$ cat src/core/hseq_cfg.svh
// constants for the homing sequencer: method codes, conditions, resets
`ifndef HSEQ_CFG_SVH
`define HSEQ_CFG_SVH

// ============================================================
// method codes as selected by the host
`define HSEQ_METHOD_27 8'h1b
`define HSEQ_METHOD_28 8'h1c
`define HSEQ_METHOD_29 8'h1d
`define HSEQ_METHOD_30 8'h1e
`define HSEQ_METHOD_31 8'h1f
`define HSEQ_METHOD_32 8'h20
`define HSEQ_METHOD_33 8'h21

// ============================================================
// method table index
`define HSEQ_MI_27 3'h0
`define HSEQ_MI_28 3'h1
`define HSEQ_MI_29 3'h2
`define HSEQ_MI_30 3'h3
`define HSEQ_MI_33 3'h4

// ============================================================
// segment end conditions
`define HSEQ_COND_NONE 3'h0
`define HSEQ_COND_RISE 3'h1
`define HSEQ_COND_FALL 3'h2
`define HSEQ_COND_ON 3'h3
`define HSEQ_COND_OFF 3'h4
`define HSEQ_COND_INDEX 3'h5

// ============================================================
// search paths
`define HSEQ_PATH_POS 2'h0
`define HSEQ_PATH_NL 2'h1
`define HSEQ_PATH_ACT 2'h2

// ============================================================
// reset values
`define HSEQ_STEP_RST 2'h0
`define HSEQ_POS_RST 32'h0000_0000

`endif

$ cat src/core/hseq_pkg.sv
// types shared by the homing sequencer
package hseq_pkg;

    typedef enum logic [1:0] {
        HSEQ_IDLE,
        HSEQ_RUN,
        HSEQ_STOP
    } hseq_state_t;

    typedef logic [7:0] hseq_method_t;
    typedef logic [31:0] hseq_pos_t;

    typedef struct packed {
        logic valid;
        logic last;
        logic dir_pos;
        logic fast;
        logic [2:0] cond;
    } hseq_seg_t;

endpackage

$ cat src/core/hseq_top.sv
// homing sequencer for methods 27 to 30 and 33 of a servo axis
// Notes on behaviour
// RL1 - 27 inactive: negative fast, positive slow latch
// RL2 - 27 via limit: four segments, latch falling
// RL3 - 27 active: out positive, back, slow latch
// RL4 - 28 inactive: find, back out, negative slow
// RL5 - 28 via limit: reverse, out, negative slow
// RL6 - 28 active: positive fast out, negative slow
// RL7 - 29 inactive: pass switch, positive slow latch
// RL8 - 29 via limit: find, back out, slow
// RL9 - 29 active: negative out, positive slow latch
// RL10 - 30 inactive: pass, return in, negative slow
// RL11 - 30 via limit: find, negative slow latch
// RL12 - 30 active: out negative, return, slow
// RL13 - 27/33: first negative limit reverses, second alarms
// RL14 - 28-30: positive limit or second negative alarms
// RL15 - reserved methods 31, 32 refused with method error
// RL16 - 33: negative slow, latch at index
// RL17 - 33: limit first, then positive index search
// RL18 - full stop before reversal; latch ends run
`timescale 1ns/1ps
`include "hseq_cfg.svh"

module hseq_top (
    input wire logic clock_in,
    input wire logic rst_b_in,
    input wire logic start_in,
    input wire hseq_pkg::hseq_method_t method_in,
    input wire logic home_switch_in,
    input wire logic negative_limit_in,
    input wire logic positive_limit_in,
    input wire logic index_pulse_in,
    input wire logic stopped_in,
    input wire hseq_pkg::hseq_pos_t position_in,
    output logic move_out,
    output logic dir_pos_out,
    output logic fast_out,
    output logic decel_out,
    output logic busy_out,
    output logic done_out,
    output logic alarm_out,
    output logic method_err_out,
    output logic origin_load_out,
    output hseq_pkg::hseq_pos_t origin_pos_out
);
    import hseq_pkg::*;

    // ============================================================
    // reset release
    // clocked release: no flop leaves reset a cycle ahead of another
    logic rst_meta_r;
    logic rst_b_r;

    always_ff @(posedge clock_in or negedge rst_b_in) begin
        if (!rst_b_in) begin
            rst_meta_r <= 1'b0;
            rst_b_r <= 1'b0;
        end else begin
            rst_meta_r <= 1'b1;
            rst_b_r <= rst_meta_r;
        end
    end

    // ============================================================
    // segment table: method index, path, step -> one motion segment
    function automatic hseq_seg_t seg_lookup(input logic [2:0] mi,
            input logic [1:0] path, input logic [1:0] step);
        hseq_seg_t s;
        s = '0;
        case ({mi, path, step})
            // method 27
            {`HSEQ_MI_27, `HSEQ_PATH_POS, 2'h0}:
                s = {1'b1, 1'b0, 1'b0, 1'b1, `HSEQ_COND_RISE};
            {`HSEQ_MI_27, `HSEQ_PATH_POS, 2'h1}:
                s = {1'b1, 1'b1, 1'b1, 1'b0, `HSEQ_COND_FALL};
            {`HSEQ_MI_27, `HSEQ_PATH_NL, 2'h1}:
                s = {1'b1, 1'b0, 1'b1, 1'b1, `HSEQ_COND_FALL};
            {`HSEQ_MI_27, `HSEQ_PATH_NL, 2'h2}:
                s = {1'b1, 1'b0, 1'b0, 1'b1, `HSEQ_COND_ON};
            {`HSEQ_MI_27, `HSEQ_PATH_NL, 2'h3}:
                s = {1'b1, 1'b1, 1'b1, 1'b0, `HSEQ_COND_FALL};
            {`HSEQ_MI_27, `HSEQ_PATH_ACT, 2'h0}:
                s = {1'b1, 1'b0, 1'b1, 1'b1, `HSEQ_COND_FALL};
            {`HSEQ_MI_27, `HSEQ_PATH_ACT, 2'h1}:
                s = {1'b1, 1'b0, 1'b0, 1'b1, `HSEQ_COND_ON};
            {`HSEQ_MI_27, `HSEQ_PATH_ACT, 2'h2}:
                s = {1'b1, 1'b1, 1'b1, 1'b0, `HSEQ_COND_FALL};
            // method 28
            {`HSEQ_MI_28, `HSEQ_PATH_POS, 2'h0}:
                s = {1'b1, 1'b0, 1'b0, 1'b1, `HSEQ_COND_RISE};
            {`HSEQ_MI_28, `HSEQ_PATH_POS, 2'h1}:
                s = {1'b1, 1'b0, 1'b1, 1'b1, `HSEQ_COND_OFF};
            {`HSEQ_MI_28, `HSEQ_PATH_POS, 2'h2}:
                s = {1'b1, 1'b1, 1'b0, 1'b0, `HSEQ_COND_RISE};
            {`HSEQ_MI_28, `HSEQ_PATH_NL, 2'h1}:
                s = {1'b1, 1'b0, 1'b1, 1'b1, `HSEQ_COND_FALL};
            {`HSEQ_MI_28, `HSEQ_PATH_NL, 2'h2}:
                s = {1'b1, 1'b1, 1'b0, 1'b0, `HSEQ_COND_RISE};
            {`HSEQ_MI_28, `HSEQ_PATH_ACT, 2'h0}:
                s = {1'b1, 1'b0, 1'b1, 1'b1, `HSEQ_COND_FALL};
            {`HSEQ_MI_28, `HSEQ_PATH_ACT, 2'h1}:
                s = {1'b1, 1'b1, 1'b0, 1'b0, `HSEQ_COND_RISE};
            // method 29
            {`HSEQ_MI_29, `HSEQ_PATH_POS, 2'h0}:
                s = {1'b1, 1'b0, 1'b0, 1'b1, `HSEQ_COND_FALL};
            {`HSEQ_MI_29, `HSEQ_PATH_POS, 2'h1}:
                s = {1'b1, 1'b1, 1'b1, 1'b0, `HSEQ_COND_RISE};
            {`HSEQ_MI_29, `HSEQ_PATH_NL, 2'h1}:
                s = {1'b1, 1'b0, 1'b1, 1'b1, `HSEQ_COND_RISE};
            {`HSEQ_MI_29, `HSEQ_PATH_NL, 2'h2}:
                s = {1'b1, 1'b0, 1'b0, 1'b1, `HSEQ_COND_OFF};
            {`HSEQ_MI_29, `HSEQ_PATH_NL, 2'h3}:
                s = {1'b1, 1'b1, 1'b1, 1'b0, `HSEQ_COND_RISE};
            {`HSEQ_MI_29, `HSEQ_PATH_ACT, 2'h0}:
                s = {1'b1, 1'b0, 1'b0, 1'b1, `HSEQ_COND_FALL};
            {`HSEQ_MI_29, `HSEQ_PATH_ACT, 2'h1}:
                s = {1'b1, 1'b1, 1'b1, 1'b0, `HSEQ_COND_RISE};
            // method 30
            {`HSEQ_MI_30, `HSEQ_PATH_POS, 2'h0}:
                s = {1'b1, 1'b0, 1'b0, 1'b1, `HSEQ_COND_FALL};
            {`HSEQ_MI_30, `HSEQ_PATH_POS, 2'h1}:
                s = {1'b1, 1'b0, 1'b1, 1'b1, `HSEQ_COND_ON};
            {`HSEQ_MI_30, `HSEQ_PATH_POS, 2'h2}:
                s = {1'b1, 1'b1, 1'b0, 1'b0, `HSEQ_COND_FALL};
            {`HSEQ_MI_30, `HSEQ_PATH_NL, 2'h1}:
                s = {1'b1, 1'b0, 1'b1, 1'b1, `HSEQ_COND_RISE};
            {`HSEQ_MI_30, `HSEQ_PATH_NL, 2'h2}:
                s = {1'b1, 1'b1, 1'b0, 1'b0, `HSEQ_COND_FALL};
            {`HSEQ_MI_30, `HSEQ_PATH_ACT, 2'h0}:
                s = {1'b1, 1'b0, 1'b0, 1'b1, `HSEQ_COND_FALL};
            {`HSEQ_MI_30, `HSEQ_PATH_ACT, 2'h1}:
                s = {1'b1, 1'b0, 1'b1, 1'b1, `HSEQ_COND_ON};
            {`HSEQ_MI_30, `HSEQ_PATH_ACT, 2'h2}:
                s = {1'b1, 1'b1, 1'b0, 1'b0, `HSEQ_COND_FALL};
            // method 33, switch level does not matter
            {`HSEQ_MI_33, `HSEQ_PATH_POS, 2'h0},
            {`HSEQ_MI_33, `HSEQ_PATH_ACT, 2'h0}:
                s = {1'b1, 1'b1, 1'b0, 1'b0, `HSEQ_COND_INDEX};
            {`HSEQ_MI_33, `HSEQ_PATH_NL, 2'h1}:
                s = {1'b1, 1'b1, 1'b1, 1'b0, `HSEQ_COND_INDEX};
            default:
                s = '0;
        endcase
        return s;
    endfunction

    // ============================================================
    // state
    hseq_state_t state_r, state_nxt;
    logic [2:0] mi_r, mi_nxt;
    logic [1:0] path_r, path_nxt;
    logic [1:0] step_r, step_nxt;
    logic finish_r, finish_nxt;
    logic abort_r, abort_nxt;
    logic nl_seen_r, nl_seen_nxt;
    logic alarm_r, alarm_nxt;
    logic merr_r, merr_nxt;
    logic hs_prev_r;
    logic idx_prev_r;
    hseq_pos_t idx_pos_r, idx_pos_nxt;
    hseq_pos_t origin_r, origin_nxt;
    logic load_nxt;
    logic done_nxt;

    // ============================================================
    // decoding
    wire hs_rise = home_switch_in & ~hs_prev_r;
    wire hs_fall = ~home_switch_in & hs_prev_r;
    wire idx_rise = index_pulse_in & ~idx_prev_r;
    wire hseq_seg_t seg = seg_lookup(mi_r, path_r, step_r);
    wire hseq_seg_t seg_nxt = seg_lookup(mi_nxt, path_nxt, step_nxt);
    wire pl_checked = (mi_r != `HSEQ_MI_27) && (mi_r != `HSEQ_MI_33);
    wire first_seg = (path_r == `HSEQ_PATH_POS) && (step_r == 2'h0);
    wire nl_hit = negative_limit_in && !seg.dir_pos;
    // only the opening segment of the inactive-switch path may turn at the limit; anywhere
    // else a limit hit counts as the second one
    wire nl_reverse = nl_hit && first_seg && !nl_seen_r; // [RL13] [RL17]
    wire pl_abort = positive_limit_in && pl_checked; // [RL14]
    wire nl_abort = nl_hit && !nl_reverse; // [RL13] [RL14]
    // a hole in the table stops the axis rather than run it blind
    wire seg_missing = !seg.valid;
    wire run_abort = pl_abort || nl_abort || seg_missing;
    wire idx_seg = (seg.cond == `HSEQ_COND_INDEX);
    wire use_idx = (mi_r == `HSEQ_MI_33);
    wire run_next = (state_nxt == HSEQ_RUN);
    wire stop_next = (state_nxt == HSEQ_STOP);
    wire idle_next = (state_nxt == HSEQ_IDLE);

    wire [2:0] start_mi =
        (method_in == `HSEQ_METHOD_27) ? `HSEQ_MI_27 :
        (method_in == `HSEQ_METHOD_28) ? `HSEQ_MI_28 :
        (method_in == `HSEQ_METHOD_29) ? `HSEQ_MI_29 :
        (method_in == `HSEQ_METHOD_30) ? `HSEQ_MI_30 : `HSEQ_MI_33;
    // reserved 31/32 and anything else start no motion
    wire start_ok = (method_in >= `HSEQ_METHOD_27 &&
                     method_in <= `HSEQ_METHOD_30) ||
                    method_in == `HSEQ_METHOD_33; // [RL15]
    wire start_path_act = home_switch_in && (start_mi != `HSEQ_MI_33);

    // return segments end on a level, so an overshot region still ends
    logic cond_met;
    always_comb begin
        case (seg.cond)
            `HSEQ_COND_RISE: cond_met = hs_rise;
            `HSEQ_COND_FALL: cond_met = hs_fall;
            `HSEQ_COND_ON: cond_met = home_switch_in;
            `HSEQ_COND_OFF: cond_met = ~home_switch_in;
            `HSEQ_COND_INDEX: cond_met = idx_rise; // [RL16] [RL17]
            default: cond_met = 1'b0;
        endcase
    end

    // ============================================================
    // sequencer
    always_comb begin
        state_nxt = state_r;
        mi_nxt = mi_r;
        path_nxt = path_r;
        step_nxt = step_r;
        finish_nxt = finish_r;
        abort_nxt = abort_r;
        nl_seen_nxt = nl_seen_r;
        alarm_nxt = alarm_r;
        merr_nxt = merr_r;
        idx_pos_nxt = idx_pos_r;
        origin_nxt = origin_r;
        load_nxt = 1'b0;
        done_nxt = 1'b0;
        case (state_r)
            HSEQ_IDLE: begin
                if (start_in) begin
                    alarm_nxt = 1'b0;
                    merr_nxt = !start_ok;
                    if (start_ok) begin
                        state_nxt = HSEQ_RUN;
                        mi_nxt = start_mi;
                        path_nxt = start_path_act ? `HSEQ_PATH_ACT :
                                                    `HSEQ_PATH_POS;
                        step_nxt = `HSEQ_STEP_RST;
                        finish_nxt = 1'b0;
                        abort_nxt = 1'b0;
                        nl_seen_nxt = 1'b0;
                    end
                end
            end
            HSEQ_RUN: begin
                // every exit goes through a full stop first
                if (run_abort) begin
                    abort_nxt = 1'b1; // [RL13] [RL14]
                    state_nxt = HSEQ_STOP;
                end else if (nl_reverse) begin
                    nl_seen_nxt = 1'b1; // [RL2] [RL5] [RL8] [RL11]
                    path_nxt = `HSEQ_PATH_NL;
                    step_nxt = 2'h1;
                    state_nxt = HSEQ_STOP; // [RL18]
                end else if (cond_met) begin
                    if (idx_seg) begin
                        idx_pos_nxt = position_in; // [RL16]
                    end
                    finish_nxt = seg.last;
                    if (!seg.last) begin
                        step_nxt = step_r + 2'h1;
                    end
                    state_nxt = HSEQ_STOP; // [RL18]
                end
            end
            HSEQ_STOP: begin
                if (stopped_in) begin
                    // alarm only once at rest; the axis never coasts on
                    if (abort_r) begin
                        alarm_nxt = 1'b1; // [RL13] [RL14]
                        state_nxt = HSEQ_IDLE;
                    end else if (finish_r) begin
                        // [RL1] [RL3] [RL4] [RL6] [RL7] [RL9]
                        // [RL10] [RL12]
                        origin_nxt = use_idx ? idx_pos_r :
                                     position_in; // [RL18]
                        load_nxt = 1'b1;
                        done_nxt = 1'b1;
                        state_nxt = HSEQ_IDLE;
                    end else begin
                        state_nxt = HSEQ_RUN;
                    end
                end
            end
            default: begin
                state_nxt = HSEQ_IDLE;
            end
        endcase
    end

    // ============================================================
    // registers; outputs all come from here
    always_ff @(posedge clock_in or negedge rst_b_r) begin
        if (!rst_b_r) begin
            state_r <= HSEQ_IDLE;
            mi_r <= `HSEQ_MI_27;
            path_r <= `HSEQ_PATH_POS;
            step_r <= `HSEQ_STEP_RST;
            finish_r <= 1'b0;
            abort_r <= 1'b0;
            nl_seen_r <= 1'b0;
            alarm_r <= 1'b0;
            merr_r <= 1'b0;
            hs_prev_r <= 1'b0;
            idx_prev_r <= 1'b0;
            idx_pos_r <= `HSEQ_POS_RST;
            origin_r <= `HSEQ_POS_RST;
            move_out <= 1'b0;
            dir_pos_out <= 1'b0;
            fast_out <= 1'b0;
            decel_out <= 1'b0;
            busy_out <= 1'b0;
            done_out <= 1'b0;
            origin_load_out <= 1'b0;
        end else begin
            state_r <= state_nxt;
            mi_r <= mi_nxt;
            path_r <= path_nxt;
            step_r <= step_nxt;
            finish_r <= finish_nxt;
            abort_r <= abort_nxt;
            nl_seen_r <= nl_seen_nxt;
            alarm_r <= alarm_nxt;
            merr_r <= merr_nxt;
            hs_prev_r <= home_switch_in;
            idx_prev_r <= index_pulse_in;
            idx_pos_r <= idx_pos_nxt;
            origin_r <= origin_nxt;
            move_out <= run_next;
            dir_pos_out <= seg_nxt.dir_pos;
            fast_out <= seg_nxt.fast;
            decel_out <= stop_next; // [RL18]
            busy_out <= !idle_next;
            done_out <= done_nxt;
            origin_load_out <= load_nxt;
        end
    end

    assign alarm_out = alarm_r;
    assign method_err_out = merr_r;
    assign origin_pos_out = origin_r;

endmodule // hseq_top

$ cat config.mk
export PLATFORM = sky130hd
export DESIGN_NAME = hseq_top
export DESIGN_NICKNAME = d
export VERILOG_FILES = /design/src/core/hseq_pkg.sv /design/src/core/hseq_top.sv
export VERILOG_INCLUDE_DIRS = /design/src /design/src/core
export SDC_FILE = /design/constraint.sdc
export NUM_CORES = 1
export LEC_CHECK = 0
export BUFFER_PORTS_ARGS = -buffer_cell sky130_fd_sc_hd__buf_2
export CAP_MARGIN = 20
export CORE_MARGIN = 2
export CORE_UTILIZATION = 50
export CTS_CLUSTER_DIAMETER = 60
export DETAILED_ROUTE_END_ITERATION = 10
export GPL_TIMING_DRIVEN = 1
export PLACE_DENSITY_LB_ADDON = 0.05
export SYNTH_ARGS = -nofsm -noshare
export SYNTH_HDL_FRONTEND = slang
export SYNTH_SLANG_ARGS = --single-unit
$ cat constraint.sdc
create_clock -name clock_in -period 2.5 [get_ports clock_in]
set_input_delay 0.5 -clock clock_in [delete_from_list [all_inputs] [get_ports clock_in]]
set_output_delay 0.5 -clock clock_in [all_outputs]
set_load 0.01 [all_outputs]
======== After elaboration in Yosys (flattened, before gate mapping) ========
Memories as Yosys holds them, arrays and structs flattened. A register that Yosys moved wholly into a read port is not among the register bits.
Index checks and enable logic that the tools add are counted.
operators by class
  eq/ne operators ......................... 26
  $lt $le $gt $ge ......................... 2
  multiplexer cells ....................... 50
  add/subtract/negate cells ............... 1
  reduce and logical (&&, ||, !) cells .... 33
  bitwise logic cells ..................... 9
operators with widths
  operator                                                                             count
  2-bit 2-to-1 mux                                                                     17
  8-bit by 5-bit equality test with 1-bit output, second input constant                4
  32-bit 2-to-1 mux                                                                    1
  3-bit 2-to-1 mux                                                                     7
  2-bit != test, second input constant                                                 9
  1-bit 2-to-1 mux                                                                     17
  4-bit AND reduction                                                                  3
  5-bit AND reduction                                                                  2
  3-bit equality test, second input constant                                           3
  1-bit logical AND                                                                    9
  8-bit by 6-bit equality test with 1-bit output, second input constant                1
  8-bit by 5-bit greater-or-equal comparator with 1-bit output, second input constant  1
  8-bit by 5-bit <= comparator with 1-bit output, second input constant                1
  2-bit zero test                                                                      4
  1-bit case mux with 2 select lines                                                   4
  2-bit case mux with 2 select lines                                                   2
  1-bit zero test                                                                      7
  3-bit by 2-bit equality test with 1-bit output, second input constant                2
  3-bit != test, second input constant                                                 2
  1-bit inverter                                                                       6
  2-bit case mux with 3 select lines                                                   1
  6-bit AND reduction                                                                  1
  1-bit case mux with 5 select lines                                                   1
  2-bit by 1-bit equality test with 1-bit output, second input constant                2
  8 further kinds                                                                      14
word-level totals
  input bits .............................. 48
  output and inout port bits .............. 41
  memories kept ........................... 2
  flip-flop bits (word level) ............. 86
  logic and storage cells ................. 142
  memory bits (read-only) ................. 1792
memory list
  name             words  bits a word  rd ports  clocked after memory_dff  write ports  line            RTL
  (no name shown)  128    7            1         1                         0            hseq_top.sv:70  case ({mi, path, step})
  (no name shown)  128    7            1         0                         0            hseq_top.sv:70

======== Logic depth before layout (Yosys ltp) ========
An unclocked memory read counts as a cell.
  word-level depth ........................ 13
  gate-level depth with buffers ........... 17
  depth with buffers taken out ............ 16

======== Worst setup path before layout ========
No wires, ideal clock.
  path kind ............................... reg-to-reg
  from .................................... register step_r[1]
  to ...................................... register fast_out
  required time ........................... 2.396 ns
  slack ................................... -1.077 ns
  setup time .............................. 0.104 ns
  clock period less this slack ............ 3.577 ns
  arrival ................................. 3.473 ns
  buffers on the path ..................... 1
  stages on the path, launching flop included .. 17
  cells stage by stage .................... dfrtp_1 -> clkbuf_1 -> inv_1 -> ha_1 -> nor2b_2 -> a221oi_1 -> or3_1 -> and3_1 -> a221o_1 -> o2bb2ai_2 -> and2_1 -> a311o_1 -> inv_1 -> ha_1 -> a211oi_1 -> a21o_1 -> a221oi_1
on the way
  longest elaborated chain between the ends .. 11
  elaborated cells between the ends (all ways) .. 29
  those cells by class .................... add/sub (1); eq/ne (5); mux (11); reduce/logical (11); memory (1)
ends and longest elaborated chain
  what                                                                        line             RTL
  from (decl)                                                                 hseq_top.sv:152  logic [1:0] step_r, step_nxt;
  from (signal assigned)                                                      hseq_top.sv:299  step_r <= `HSEQ_STEP_RST;
  from (signal assigned)                                                      hseq_top.sv:320  step_r <= step_nxt;
  parallel branches: the longest is 9 deep, another holds memory 128 x 7 bit  --
  2-bit 2-to-1 mux (*)                                                        hseq_top.sv:248  if (run_abort) begin
  2-bit case mux with 2 select lines (*)                                      hseq_top.sv:229  case (state_r)
  net step_nxt[0]                                                             hseq_top.sv:152
  to (decl)                                                                   hseq_top.sv:37   output logic fast_out,
Mark *: on every way through the listed nets, which the timed path passes.
A chain may end at the register's enable or synchronous reset.

======== Final worst setup path ========
  from .................................... register step_r[1]
  to ...................................... register fast_out
on the way
  longest elaborated chain between the ends .. 11
  elaborated cells between the ends (all ways) .. 29
  those cells by class .................... add/sub (1); eq/ne (5); mux (11); reduce/logical (11); memory (1)
ends and longest elaborated chain
  what
  parallel branches: the longest is 11 deep, another holds memory 128 x 7 bit
Several ways; the timed one is not identified.

==> run summary <==
Syn Inst Count -> 440
crit path kind -> reg2reg
global-route wire length before repair -> 17990 um
Worst Tran Pin Value -> 0.5695 ns
Peak Freq -> 301.3 MHz
Seq/Total Area, Yosys -> 47.93%
FFs w/ async S/R, synth -> 100.0%
CP top delay family -> compound AO/OA/AOI/OAI gates
Antenna Violating Nets Remaining -> 0
EDFF count, synth -> 0
Power per Cell Area -> 860.2 mW/mm^2
Synth warnings -> 0
final hold vios -> 0
First-pass DRT Iterations -> 4
P&R area growth vs syn -> 35.29%
Primary FF master, synth -> dfrtp_1
largest net degree at the start of global routing -> 66
clk slew on worst S/H paths -> 0.10 ns
Synth Area in Adders -> 3.268%
CP required -> 2.78 ns
# DRC -> 0
CP max stage delay -> 0.47 ns
minimum clock period -> 3.318 ns
WP buf/inv -> 1
largest family of logic cells by synthesized area -> multiplexers
Tot GR Track Use -> 22.45%
max_cap viols -> 0
crit path max fanout -> 4
Core ar. -> 0.008806 mm^2
vias in the first global route -> 3823
IO buf count -> 88
Die ar. -> 0.009972 mm^2
DP Worst Slack -> -0.8516 ns
Worst setup SP type -> flip-flop
fraction of layout cells with a size suffix above 1 -> 43.74%
Num CTS Buffers -> 9
clk root buf -> clkbuf_8
post-synth top area share -> 47.93%
#FFs+latches synth -> 88
Setup TNS -> -26.22 ns
I/O pins -> 89
Worst path slowest cell -> dfrtp_2
# rows -> 34
failing checks -> setup timing
Routed WL per cell -> 15.13 um
DR iter-0 viols -> 138
Sink Count -> 88
DRT Wirelength -> 10700 um
Setup violations, final -> 41
RSZ-0062 raised after global routing -> true
critical path endpoint category -> flip-flop
fin nets -> 654
most frequent CP cell -> a221oi_2
critical path arrival -> 3.60 ns
Synth Area per Inst -> 10.44 um^2
gr ovfl total -> 0
Synth Area in Compound Gates -> 14.76%
Slew HR -> 62.03%
class of the worst hold path -> reg2async
# diodes -> 0
synth top area cells -> dfrtp_1, mux2i_1, mux2_2, o21ai_0, nand2_1
mux cell area share after synthesis -> 16.61%
synthesized-area fraction occupied by and/or/nand/nor cells -> 12.25%
Cell Area, Synth -> 0.004594 mm^2
status -> finished with violations
syn nets -> 500
worst path cell trace -> ha_2 -> mux2_2 -> a221oi_2 -> or3_4 -> a311oi_2 -> a221o_1 -> o2bb2ai_4 -> and2_4 -> a311o_1 -> ha_1 -> inv_1 -> nor3b_2 -> a21oi_1 -> a221oi_2
leakage -> 0.003141 uW
xor/xnor cell area share of the yosys netlist -> 0.7625%
Initial Util -> 52.17%
PnR worst setup slack -> -0.8184 ns
RePlAce Congestion -> 0.8847
Slew Viols, Final -> 0
CTS tree -> yes
Peak VDD IR -> 0.4177 mV
die height -> 99.86 um
unique cell type count in the Yosys netlist -> 62
Worst-Skew Late Latency -> 0.37 ns
CTS Buffer Depth -> 2
Yosys top cell by area -> dfrtp_1
initial antenna violation count -> 0
Vias -> 3868
Via density -> 5.471
DP Wirelength -> 7551 um
fin crit share -> 132.7%
H-tree levels -> 3
Die X -> 99.86 um
skew final -> 0.01904 ns
==> cell usage after synthesis (4+ instances only) <==
cell and n:
a211oi_1 5, a21oi_1 15, a31oi_1 4, and2_1 4, buf_2 9, clkbuf_1 13
dfrtp_1 88, ha_1 12, inv_1 19, mux2_1 4, mux2_2 30, mux2i_1 38
nand2_1 48, nand3_1 4, nand4_1 5, nor2_1 15, nor3_1 8, nor3b_1 4
o21ai_0 48, o22ai_1 6
==> worst paths after layout <==
check | startpoint | endpoint | slack, ns | cells past startpoint
setup reg to reg | step_r[1] | fast_out | -0.82 | 14
hold reg to reg | rst_b_r | idx_pos_r[4] | 0.22 | 0
min in group clock_in | index_pulse_in | idx_prev_r | 0.28 | 1
hold / removal | rst_b_r | idx_pos_r[4] | 0.22 | 0
setup / recovery | step_r[1] | fast_out | -0.82 | 14
max in group asynchronous | rst_b_r | idx_pos_r[27] | 1.62 | 1
==> final cells by class <==
| class | count | area, um^2 |
|---|---|---|
| flip-flops and latches | 88 | 2208 |
| repair buffers | 170 | 1180 |
| multi-input cells | 305 | 2432 |
| well taps | 108 | 135.1 |
| inverters | 20 | 82.58 |
| clock inverters | 6 | 50.05 |
| clock buffers | 10 | 127.6 |
| fillers | 718 | 2590 |
==> logic make-up after synthesis <==
logic type / Yosys count
simple gates: 110
fa+ha+maj: 12
compound gates: 106
other cells: 1
buf+inv: 47
mux: 72
flops: 88
xor+xnor: 4
==> power by group <==
part | switching, uW | total (uW) | internal, uW | leakage, uW
clock network | 553 | 929 | 376 | 0.0000892
registers | 209 | 1950 | 1740 | 0.00118
logic | 1240 | 2470 | 1230 | 0.00187
==> timing repair <==
item                                    4_1_cts  5_1_grt
endpoints found under the setup margin       39       43
hold endpoints to repair                      2        0
cloned                                        2        0
buffers inserted                              5        4
resized for setup                            22       18
hold buffers                                  1        0
pin swaps                                     2        4
==> through the flow <==
step | std cells | hold slack [ns] | cell area (um^2) | power, uW | utilization (%)
2_1_floorplan | 440 | 0.2044 | 4733 | 3272 | -
3_3_place_gp | 679 | 0.2385 | 5714 | 4107 | 64.89
3_5_place_dp | 679 | 0.2416 | 5714 | 4170 | 64.89
4_1_cts | 703 | 0.2447 | 6101 | 5249 | 69.28
5_1_grt | 707 | 0.2536 | 6216 | 5697 | 70.59
6_report | 707 | 0.2249 | 6216 | 5347 | 70.59
==> worst reg2reg max path, delay by kind of cell, from the launching register on <==
| kind | cells | cell delay (ns) |
|---|---|---|
| buffers and inverters | 1 | 0.04 |
| DFF | 1 | 0.47 |
| muxes | 1 | 0.27 |
| and+or+nand+nor | 3 | 0.50 |
| adders and majority gates | 2 | 0.48 |
| AOI/OAI and AO/OA | 7 | 1.47 |
==> routing by layer <==
| metal | vias up | part of all wire, % | GRT usage [%] |
|---|---|---|---|
| met5 | - | 0 | 0 |
| met4 | 0 | 1.5 | 7.165 |
| met3 | 11 | 3.6 | 3.134 |
| met2 | 76 | 50 | 37.58 |
| met1 | 1896 | 45 | 30.48 |
| li1 | 1885 | - | - |
==> cells in the final DEF, fill, tap and decap left out, types with 4 or more instances in the layout <==
cell,Yosys,layout
buf_2,9,88
dfrtp_1,88,85
buf_4,1,69
nand2_1,48,48
o21ai_0,48,46
mux2i_1,38,38
mux2_2,30,24
inv_1,19,15
nor2_1,15,15
a21oi_1,15,13
mux2_4,0,9
clkbuf_8,0,9
ha_1,12,8
nor3_1,8,7
nand4_1,5,5
buf_12,0,5
buf_6,1,5
a31oi_1,4,4
o22ai_1,6,4
==> state kept, by name, indices dropped and copies added, names as in the netlist, 2 cells and up <==
name and flops:
idx_pos_r 32, origin_pos_out 32, mi_r 3, path_r 2, state_r 2, step_r 2
No activity file was read; power rests on OpenSTA's default activity.
